--- src/logic/timer_defs.svh ---
// Register indices, field positions, reset values and timing counts
`ifndef TIMER_DEFS_SVH
`define TIMER_DEFS_SVH

`define TMR_PADDR_W 12
`define TMR_IDX_W 10
`define TMR_IDX_FLAGS 10'h00C
`define TMR_IDX_CNT_LO 10'h00E
`define TMR_IDX_CNT_HI 10'h00F
`define TMR_IDX_CTL 10'h010
`define TMR_IDX_ENABLES 10'h08C

`define TMR_CTL_W 6
`define TMR_CTL_RUN 0
`define TMR_CTL_SRC 1
`define TMR_CTL_SYNCN 2
`define TMR_CTL_OSC 3
`define TMR_CTL_PS_LO 4
`define TMR_CTL_PS_HI 5
`define TMR_CTL_RST 6'h00
`define TMR_FLAG_OVF 0
`define TMR_FLAGS_RST 1'b0
`define TMR_ENABLES_RST 1'b0

`define TMR_CLK_PERIOD_NS 100
`define TMR_INSTR_PERIOD_NS 400
`define TMR_INSTR_DIV ((`TMR_INSTR_PERIOD_NS) / (`TMR_CLK_PERIOD_NS))
`define TMR_INSTR_CNT_W 2
`define TMR_PRESC_W 3

`endif

--- src/logic/timer_pkg.sv ---
// Types shared by the timer counter design
`default_nettype none
package timer_pkg;
   typedef enum logic [1:0] {
      PS_DIV1 = 2'b00,
      PS_DIV2 = 2'b01,
      PS_DIV4 = 2'b10,
      PS_DIV8 = 2'b11
   } prescale_e;
   typedef logic [15:0] count_t;
endpackage
`default_nettype wire

--- src/logic/edge_prescaler.sv ---
// Programmable 1/2/4/8 event prescaler with clear
`timescale 1ns/1ps
`default_nettype none
`include "timer_defs.svh"
module edge_prescaler
   import timer_pkg::*;
(
   input wire logic pclk,
   input wire logic presetn,
   input wire logic src_pulse,
   input wire logic clear,
   input wire prescale_e ratio,
   output logic out_pulse,
   output logic [`TMR_PRESC_W-1:0] phase
);
   logic [`TMR_PRESC_W-1:0] term;

   always_comb begin
      case (ratio)
         PS_DIV1: term = 3'h0;
         PS_DIV2: term = 3'h1;
         PS_DIV4: term = 3'h3;
         PS_DIV8: term = 3'h7;
         default: term = 3'h0;
      endcase
   end

   assign out_pulse = src_pulse && (phase >= term) && !clear;

   always_ff @(posedge pclk or negedge presetn) begin
      if (!presetn) begin
         phase <= 3'h0;
      end else if (clear) begin
         phase <= 3'h0;
      end else if (src_pulse) begin
         if (phase >= term) begin
            phase <= 3'h0;
         end else begin
            phase <= phase + 3'h1;
         end
      end
   end
endmodule // edge_prescaler
`default_nettype wire

--- src/logic/pin_sync.sv ---
// Two-flop synchroniser for asynchronous pin levels
`timescale 1ns/1ps
`default_nettype none
module pin_sync #(
   parameter int W = 2
) (
   input wire logic pclk,
   input wire logic presetn,
   input wire logic [W-1:0] async_in,
   output logic [W-1:0] sync_out
);
   logic [W-1:0] meta_r;

   always_ff @(posedge pclk or negedge presetn) begin
      if (!presetn) begin
         meta_r <= '0;
         sync_out <= '0;
      end else begin
         meta_r <= async_in;
         sync_out <= meta_r;
      end
   end
endmodule // pin_sync
`default_nettype wire

--- src/logic/timer_counter.sv ---
// Sixteen-bit timer counter with APB register access
`timescale 1ns/1ps
`default_nettype none
`include "timer_defs.svh"
// Behaviour
// - 16-bit count in two RW bytes, counts up and wraps FFFFh to 0000h
// - Wrap latches overflow flag; request only while overflow enable is set
// - Control bit 1 picks internal clock (0) or external pin (1)
// - Internal source advances once per instruction cycle after prescaler
// - Internal source ignores the sync control bit
// - External: oscillator pin if osc enable set, else count pin
// - Control bit 0 runs the counter when one, stops it when zero
// - Control bits 5:4 select prescale 1:1, 1:2, 1:4, 1:8
// - Sync bit clear: prescaler output synchronised, prescaler ahead of it
// - Synchronised external mode does not advance in sleep; prescaler runs
// - Sync bit set: counts through sleep, enabled overflow wakes core
// - Asynchronous mode need not serve as compare or capture time base
// - Reads of either count byte return a valid value
// - Control bit 3 enables oscillator; both its pins become inputs
// - Special event trigger from either compare unit clears the counter
// - Trigger clear never sets the overflow flag
// - Count write in the same cycle as a trigger wins
// - Count bytes are left unchanged by every reset
// - Power-on reset clears control to zero; stopped, 1:1 prescale
// - Any write to a count byte clears the prescaler
module timer_counter
   import timer_pkg::*;
(
   input wire logic pclk,
   input wire logic presetn,
   input wire logic psel,
   input wire logic penable,
   input wire logic pwrite,
   input wire logic [`TMR_PADDR_W-1:0] paddr,
   input wire logic [31:0] pwdata,
   output logic [31:0] prdata,
   output logic pready,
   output logic pslverr,
   input wire logic ext_count_pin,
   input wire logic osc_input_pin,
   input wire logic sleep_mode,
   input wire logic trig_a,
   input wire logic trig_b,
   output count_t count_value,
   output logic timebase_valid,
   output logic overflow_irq,
   output logic wake_request,
   output logic osc_enable,
   output logic osc_pins_input
);
   logic [`TMR_CTL_W-1:0] ctl_r;
   logic ovf_flag_r;
   logic ovf_flag_nxt;
   logic ovf_en_r;
   count_t count_r;
   count_t count_nxt;
   logic [`TMR_IDX_W-1:0] idx;
   logic aligned;
   logic hit_flags, hit_lo, hit_hi, hit_ctl, hit_en, hit_any;
   logic wr_fire;
   logic wr_lo, wr_hi, wr_cnt, wr_flags;
   logic [31:0] rd_mux;
   logic [1:0] pins_sync;
   logic ext_level;
   logic lvl_prev_r;
   logic armed_r;
   logic ext_rise;
   logic [`TMR_INSTR_CNT_W-1:0] instr_cnt_r;
   logic instr_en;
   logic run, src_ext, sync_n;
   logic src_pulse;
   logic presc_out;
   logic [`TMR_PRESC_W-1:0] presc_phase;
   logic sync_tick_r;
   logic inc;
   logic trig;
   logic ovf_set;
   logic [1:0] loaded_r;

   assign run = ctl_r[`TMR_CTL_RUN];
   assign src_ext = ctl_r[`TMR_CTL_SRC];
   assign sync_n = ctl_r[`TMR_CTL_SYNCN];
   assign trig = trig_a || trig_b;

   // Register decode
   assign idx = paddr[`TMR_PADDR_W-1:2];
   assign aligned = (paddr[1:0] == 2'b00);
   assign hit_flags = aligned && (idx == `TMR_IDX_FLAGS);
   assign hit_lo = aligned && (idx == `TMR_IDX_CNT_LO);
   assign hit_hi = aligned && (idx == `TMR_IDX_CNT_HI);
   assign hit_ctl = aligned && (idx == `TMR_IDX_CTL);
   assign hit_en = aligned && (idx == `TMR_IDX_ENABLES);
   assign hit_any = hit_flags || hit_lo || hit_hi || hit_ctl || hit_en;

   // Writes land only on the completing access edge
   assign wr_fire = psel && penable && pready && pwrite && hit_any;
   assign wr_lo = wr_fire && hit_lo;
   assign wr_hi = wr_fire && hit_hi;
   assign wr_cnt = wr_lo || wr_hi;
   assign wr_flags = wr_fire && hit_flags;

   always_comb begin
      rd_mux = 32'h0000_0000;
      if (hit_flags) begin
         rd_mux[`TMR_FLAG_OVF] = ovf_flag_r;
      end else if (hit_lo) begin
         rd_mux[7:0] = count_r[7:0];
      end else if (hit_hi) begin
         rd_mux[7:0] = count_r[15:8];
      end else if (hit_ctl) begin
         rd_mux[`TMR_CTL_W-1:0] = ctl_r;
      end else if (hit_en) begin
         rd_mux[`TMR_FLAG_OVF] = ovf_en_r;
      end
   end

   // One wait-free access phase: answer is prepared in the setup cycle
   always_ff @(posedge pclk or negedge presetn) begin
      if (!presetn) begin
         pready <= 1'b0;
         pslverr <= 1'b0;
         prdata <= 32'h0000_0000;
      end else begin
         pready <= psel && !penable;
         pslverr <= psel && !penable && !hit_any;
         if (psel && !penable && !pwrite) begin
            prdata <= rd_mux;
         end
      end
   end

   // presetn stands for power-on and brown-out reset
   always_ff @(posedge pclk or negedge presetn) begin
      if (!presetn) begin
         ctl_r <= `TMR_CTL_RST;
      end else if (wr_fire && hit_ctl) begin
         ctl_r <= pwdata[`TMR_CTL_W-1:0];
      end
   end

   always_ff @(posedge pclk or negedge presetn) begin
      if (!presetn) begin
         ovf_en_r <= `TMR_ENABLES_RST;
      end else if (wr_fire && hit_en) begin
         ovf_en_r <= pwdata[`TMR_FLAG_OVF];
      end
   end

   // A wrap in the clearing cycle still sets the flag
   always_comb begin
      ovf_flag_nxt = ovf_flag_r;
      if (wr_flags) begin
         ovf_flag_nxt = pwdata[`TMR_FLAG_OVF];
      end
      if (ovf_set) begin
         ovf_flag_nxt = 1'b1;
      end
   end

   always_ff @(posedge pclk or negedge presetn) begin
      if (!presetn) begin
         ovf_flag_r <= `TMR_FLAGS_RST;
      end else begin
         ovf_flag_r <= ovf_flag_nxt;
      end
   end

   // Instruction cycle enable from the core clock
   always_ff @(posedge pclk or negedge presetn) begin
      if (!presetn) begin
         instr_cnt_r <= '0;
      end else if (instr_cnt_r == `TMR_INSTR_CNT_W'(`TMR_INSTR_DIV - 1)) begin
         instr_cnt_r <= '0;
      end else begin
         instr_cnt_r <= instr_cnt_r + `TMR_INSTR_CNT_W'(1);
      end
   end
   assign instr_en =
      (instr_cnt_r == `TMR_INSTR_CNT_W'(`TMR_INSTR_DIV - 1));

   pin_sync #(
      .W(2)
   ) u_pin_sync (
      .pclk(pclk),
      .presetn(presetn),
      .async_in({osc_input_pin, ext_count_pin}),
      .sync_out(pins_sync)
   );

   // Pin choice follows the oscillator enable
   assign ext_level = pins_sync[ctl_r[`TMR_CTL_OSC]];

   // Arming needs a low level first, so a pin already high is not counted
   always_ff @(posedge pclk or negedge presetn) begin
      if (!presetn) begin
         lvl_prev_r <= 1'b0;
         armed_r <= 1'b0;
      end else begin
         lvl_prev_r <= ext_level;
         if (!(run && src_ext)) begin
            armed_r <= 1'b0;
         end else if (!ext_level) begin
            armed_r <= 1'b1;
         end
      end
   end
   assign ext_rise = ext_level && !lvl_prev_r && armed_r;

   // Instruction clock halts in sleep; external edges keep feeding prescaler
   assign src_pulse = run && (src_ext ? ext_rise
                                      : (instr_en && !sleep_mode));

   edge_prescaler u_presc (
      .pclk(pclk),
      .presetn(presetn),
      .src_pulse(src_pulse),
      .clear(wr_cnt),
      .ratio(prescale_e'(ctl_r[`TMR_CTL_PS_HI:`TMR_CTL_PS_LO])),
      .out_pulse(presc_out),
      .phase(presc_phase)
   );

   // Synchroniser stage after the prescaler, shut off in sleep
   always_ff @(posedge pclk or negedge presetn) begin
      if (!presetn) begin
         sync_tick_r <= 1'b0;
      end else begin
         sync_tick_r <= presc_out && !sleep_mode;
      end
   end

   always_comb begin
      if (!src_ext) begin
         inc = presc_out;
      end else if (sync_n) begin
         inc = presc_out;
      end else begin
         inc = sync_tick_r && run;
      end
   end

   assign ovf_set = inc && !wr_cnt && !trig && (count_r == 16'hFFFF);

   always_comb begin
      count_nxt = count_r;
      if (wr_lo) begin
         count_nxt = {count_r[15:8], pwdata[7:0]};
      end else if (wr_hi) begin
         count_nxt = {pwdata[7:0], count_r[7:0]};
      end else if (trig) begin
         count_nxt = 16'h0000;
      end else if (inc) begin
         count_nxt = count_r + 16'h0001;
      end
   end

   // No reset here: the count survives every reset
   always_ff @(posedge pclk) begin
      count_r <= count_nxt;
   end

   always_ff @(posedge pclk) begin
      count_value <= count_nxt;
   end

   // Compare units should not trust the count in asynchronous mode;
   // the count has no reset, so the stopped check waits until both bytes are loaded
   always_ff @(posedge pclk or negedge presetn) begin
      if (!presetn) begin
         timebase_valid <= 1'b1;
         loaded_r <= 2'b00;
      end else begin
         timebase_valid <= !(src_ext && sync_n);
         loaded_r <= loaded_r | {wr_hi || trig, wr_lo || trig};
      end
   end

   always_ff @(posedge pclk or negedge presetn) begin
      if (!presetn) begin
         overflow_irq <= 1'b0;
         wake_request <= 1'b0;
      end else begin
         overflow_irq <= ovf_flag_r && ovf_en_r;
         wake_request <= sleep_mode && ovf_flag_r && ovf_en_r;
      end
   end

   always_ff @(posedge pclk or negedge presetn) begin
      if (!presetn) begin
         osc_enable <= 1'b0;
         osc_pins_input <= 1'b0;
      end else begin
         osc_enable <= ctl_r[`TMR_CTL_OSC];
         osc_pins_input <= ctl_r[`TMR_CTL_OSC];
      end
   end

   property p_wrap;
      @(posedge pclk) disable iff (!presetn)
      ovf_set |=> (count_r == 16'h0000) && ovf_flag_r;
   endproperty
   a_wrap: assert property (p_wrap) else $error("wrap lost");

   property p_irq_gate;
      @(posedge pclk) disable iff (!presetn)
      ##1 overflow_irq == $past(ovf_flag_r && ovf_en_r);
   endproperty
   a_irq_gate: assert property (p_irq_gate)
      else $error("irq not gated by enable");

   property p_stopped;
      @(posedge pclk) disable iff (!presetn)
      (!run && !wr_cnt && !trig && loaded_r == 2'b11)
         |=> (count_r == $past(count_r));
   endproperty
   a_stopped: assert property (p_stopped)
      else $error("count moved while stopped");

   property p_internal_step;
      @(posedge pclk) disable iff (!presetn)
      (run && !src_ext && ctl_r[5:4] == 2'b00 && instr_en && !sleep_mode
         && !wr_cnt && !trig) |=> (count_r == $past(count_r) + 16'h0001);
   endproperty
   a_internal_step: assert property (p_internal_step)
      else $error("internal tick missed");

   property p_trig_clear;
      @(posedge pclk) disable iff (!presetn)
      (trig && !wr_cnt && !wr_flags && !ovf_flag_r)
         |=> (count_r == 16'h0000) && !ovf_flag_r;
   endproperty
   a_trig_clear: assert property (p_trig_clear)
      else $error("trigger clear wrong");

   property p_write_wins;
      @(posedge pclk) disable iff (!presetn)
      (wr_lo && trig) |=> (count_r[7:0] == $past(pwdata[7:0]));
   endproperty
   a_write_wins: assert property (p_write_wins)
      else $error("trigger beat write");

   property p_presc_clear;
      @(posedge pclk) disable iff (!presetn)
      wr_cnt |=> (presc_phase == 3'h0);
   endproperty
   a_presc_clear: assert property (p_presc_clear)
      else $error("prescaler not cleared");

   property p_sync_sleep;
      @(posedge pclk) disable iff (!presetn)
      (sleep_mode && src_ext && !sync_n && !wr_cnt && !trig)[*2]
         |=> (count_r == $past(count_r));
   endproperty
   a_sync_sleep: assert property (p_sync_sleep)
      else $error("synced count moved in sleep");

   property p_wake;
      @(posedge pclk) disable iff (!presetn)
      (sleep_mode && ovf_flag_r && ovf_en_r) |=> wake_request;
   endproperty
   a_wake: assert property (p_wake) else $error("no wake");

   property p_ctl_read;
      @(posedge pclk) disable iff (!presetn)
      (psel && !penable && !pwrite && hit_ctl)
         |=> pready && prdata == {26'h0, $past(ctl_r)};
   endproperty
   a_ctl_read: assert property (p_ctl_read)
      else $error("control read wrong");

   property p_sticky;
      @(posedge pclk) disable iff (!presetn)
      (ovf_flag_r && !wr_flags) |=> ovf_flag_r;
   endproperty
   a_sticky: assert property (p_sticky)
      else $error("flag dropped");
endmodule // timer_counter
`default_nettype wire

--- config.mk ---
export PLATFORM = sky130hd
export DESIGN_NAME = timer_counter
export DESIGN_NICKNAME = d
export VERILOG_FILES = /design/src/logic/timer_pkg.sv /design/src/logic/edge_prescaler.sv /design/src/logic/pin_sync.sv /design/src/logic/timer_counter.sv
export VERILOG_INCLUDE_DIRS = /design/src /design/src/logic
export SDC_FILE = /design/constraint.sdc
export NUM_CORES = 1
export LEC_CHECK = 0
export ABC_CLOCK_PERIOD_IN_PS = 3200
export BUFFER_PORTS_ARGS = -buffer_cell sky130_fd_sc_hd__buf_2
export CORE_MARGIN = 2
export CORE_UTILIZATION = 49
export CTS_BUF_LIST = sky130_fd_sc_hd__clkbuf_16
export CTS_CLUSTER_SIZE = 20
export DETAILED_ROUTE_END_ITERATION = 16
export GPL_ROUTABILITY_DRIVEN = 1
export PLACE_DENSITY = 0.88
export SETUP_SLACK_MARGIN = 0.4
export SKIP_CTS_REPAIR_TIMING = 1
export SLEW_MARGIN = 10
export SYNTH_ARGS = -nofsm -noshare
export SYNTH_HDL_FRONTEND = slang
export SYNTH_SLANG_ARGS = --single-unit
--- constraint.sdc ---
create_clock -name pclk -period 3.2 [get_ports pclk]
set_clock_uncertainty 0.15 [all_clocks]
set_input_delay 0.16 -clock pclk [delete_from_list [all_inputs] [get_ports pclk]]
set_output_delay 0.16 -clock pclk [all_outputs]
set_load 0.01 [all_outputs]
==> flow_summary.json <==
{
  "vias_per_cell": 5.60,
  "cts_tree": "yes",
  "postLayoutCellArea_um2": 3300,
  "tns_ps": 0,
  "violations": "hold timing",
  "crit_chain": "or2_2 > ha_1 > nor2b_1 > o21ai_1 > o21ai_0 > o31a_1 > a21oi_1 > buf_4",
  "place.gp.congestion": 0.849,
  "clkLatencyLatePin_ps": 300,
  "grt_use_total_pct": 20.9,
  "cellPowerDensity_nw_per_um2": 430,
  "p_leak_nw": 1.51,
  "design.die.area_um2": 6420,
  "fp.dieW_um": 80.1,
  "crit_fanout": 8,
  "end_kind": "flip-flop",
  "drt-pass1-iter-count": 6,
  "hold_class": "primary input to flip-flop",
  "period_share_pct": 82.7,
  "syn_area_per_cell_um2": 9.89,
  "relSlewSlack_pct": 50.6,
  "p_switching_uw": 348,
  "grt_pass1_wl_um": 10400,
  "netSwitchingFraction_pct": 24.5,
  "final_cell_mix": "buf_2 (60), nand2_1 (36), dfrtp_1 (33)",
  "synth-seq-cells": 50,
  "synthFlopType": "dfrtp_1",
  "cts_root_buf": "clkbuf_16",
  "final_common_cell": "buf_2",
  "core_um2": 5540,
  "worstHoldStart": "psel",
  "syn-cell-area_um2": 2840,
  "setup_ws_ps": 553,
  "cts_num_sinks": 50,
  "wire_per_inst_um": 15.5,
  "finalPower_mw": 1.42,
  "yosysUniqueCellTypes": 45,
  "ant_nets": 0,
  "rsz0062_at_grt": "false",
  "dp_hpwl_um": 4860,
  "dp.cells": 411,
  "internal_power_mw": 1.07,
  "hold_viol": 1,
  "place_area_um2": 3090,
  "ys_seq_area_share_pct": 47.0,
  "io_pins": 109,
  "r2r_start": "ctl_r[5]",
  "status": "finished with violations",
  "combPwrFrac_pct": 9.3,
  "pwr-share-clk_pct": 41.0,
  "netlist_instances": 287,
  "holdPathEnd": "pready",
  "synthArstFlopShare_pct": 68.0,
  "crit_buf_inv": 1,
  "drv_slew": 0,
  "ys_warn_count": 0,
  "initial_utilization_pct": 51.2,
  "hold_depth": 2,
  "worstSetupStartpointType": "flip-flop",
  "grt.overflow.total": 0,
  "critPathSlowestCell": "dfrtp_1",
  "crit_type": "flip-flop to flip-flop",
  "grt_max_degree": 35,
  "area_growth_pct": 16.4,
  "synth_edf_count": 16,
  "grt_pass1_vias": 2204,
  "crit_family": "compound AO/OA/AOI/OAI gates",
  "num_antenna_cells": 0,
  "period_needed_ps": 2650,
  "drv_cap": 0,
  "vias": 2375,
  "place_ws_ps": 426,
  "cts_buffer_depth": 2,
  "wl_um": 6580,
  "rrSetupSlack_ps": 550,
  "r2r-end": "count_value[6]",
  "worst_pin_slew_ps": 741,
  "drive_gt1_share_pct": 25.3,
  "path_clk_slew_ps": 70,
  "finish.net_count": 411,
  "ff2ff_path_depth": 8,
  "num_rows": 27,
  "drt_iter0_markers": 200,
  "cp_data_required_time_ps": 3060,
  "fmax_ghz": 0.378,
  "hold_slack_ps": -2.03,
  "max-vdd-ir-drop_uv": 217,
  "numCtsBuffers": 5,
  "htree_levels": 2,
  "max_stage_delay_ps": 410,
  "io_buffers": 60,
  "stdcell_count": 424,
  "die_y_um": 80.1,
  "arrival_ps": 2500,
  "antenna_found_initial": 0,
  "setup_viol": 0,
  "drc": 0,
  "seqPwrFrac_pct": 49.7,
  "final_core_utilization_pct": 59.6
}
-- flip-flops by register name, summed over array words and instances, names as in the netlist --
signal,count
count_value,16
prdata,8
ctl_r,6
u_presc.phase,3
instr_cnt_r,2
u_pin_sync.meta_r,2
u_pin_sync.sync_out,2
armed_r,1
lvl_prev_r,1
osc_pins_input,1
overflow_irq,1
ovf_en_r,1
ovf_flag_r,1
pready,1
pslverr,1
sync_tick_r,1
timebase_valid,1
wake_request,1
-- how the worst max path moves through the flow --
stage | from | to | slack, ps | cells past startpoint
after floorplan | ctl_r[5] | count_value[10] | 450 | 7
after global placement | ctl_r[5] | count_value[13] | 510 | 8
after detailed placement | ctl_r[5] | count_value[13] | 430 | 8
after CTS | ctl_r[5] | count_value[6] | 380 | 8
after global routing | ctl_r[5] | count_value[14] | 480 | 8
final | ctl_r[5] | count_value[6] | 550 | 8
-- power by group through the flow --
| stage | Clock [mW] | Combinational (mW) | Sequential (mW) |
|---|---|---|---|
| finish | 0.582 | 0.133 | 0.706 |
| detailed placement | 0 | 0.126 | 0.718 |
| CTS | 0.582 | 0.128 | 0.705 |
| global route | 0.610 | 0.147 | 0.708 |
| global placement | 0 | 0.123 | 0.717 |
| floorplan | 0 | 0.0831 | 0.720 |
-- cell families (layout without fill, tap and decap cells) --
group                    after synthesis  in the layout  synth area share [%]
other                                  1             24                 0.132
AND/OR/NAND/NOR                      103            103                  20.2
buffers and inverters                 48             90                  10.5
multiplexers                          10             10                  3.79
flip-flops                            50             50                  47.0
XOR/XNOR                              14             14                  4.32
adder cells (fa/ha/maj)                6              6                  2.65
AO/OA/AOI/OAI                         55             55                  11.5
-- per-layer routing --
metal | part of all wire (%) | track usage (%) | wire (µm)
met4 | 3.5 | 9.49 | 231
met5 | 0 | 0 | 0
met3 | 7.8 | 4.72 | 511
met1 | 39 | 24.5 | 2590
met2 | 49 | 36.4 | 3250
-- synth_stat cells, drive strengths merged, types with 3 or more instances --
cell type / count / area [µm²]
o31ai: 11 / 82.6
nor3: 8 / 78.8
xor2: 4 / 35.0
dfrtp: 33 / 826
a21oi: 21 / 105
mux2i: 4 / 40.0
and3: 5 / 31.3
mux2: 6 / 67.6
nand4: 5 / 46.3
or2: 4 / 25.0
nand2: 36 / 135
ha: 6 / 75.1
o21ai: 18 / 90.1
nand2b: 3 / 18.8
clkbuf: 3 / 11.3
nand3: 9 / 45.0
xnor2: 10 / 87.6
edfxtp: 16 / 480
inv: 14 / 52.6
buf: 31 / 235
nor2: 21 / 81.3
-- layout make-up --
type	instances	area, µm²
multi-input cells	212	1290
repair buffers	68	373
inverters	14	52.6
fillers	449	2240
flip-flops and latches	50	1330
well taps	72	90.1
clock buffers	6	150
clock inverters	2	13.8
-- worst register-to-register path: stages, from the launching register on --
cell,delay (ps)
dfrtp_1,410
or2_2,310
ha_1,280
nor2b_1,40
o21ai_1,350
o21ai_0,160
o31a_1,310
a21oi_1,170
buf_4,200
No activity file was read; power rests on OpenSTA's default activity.
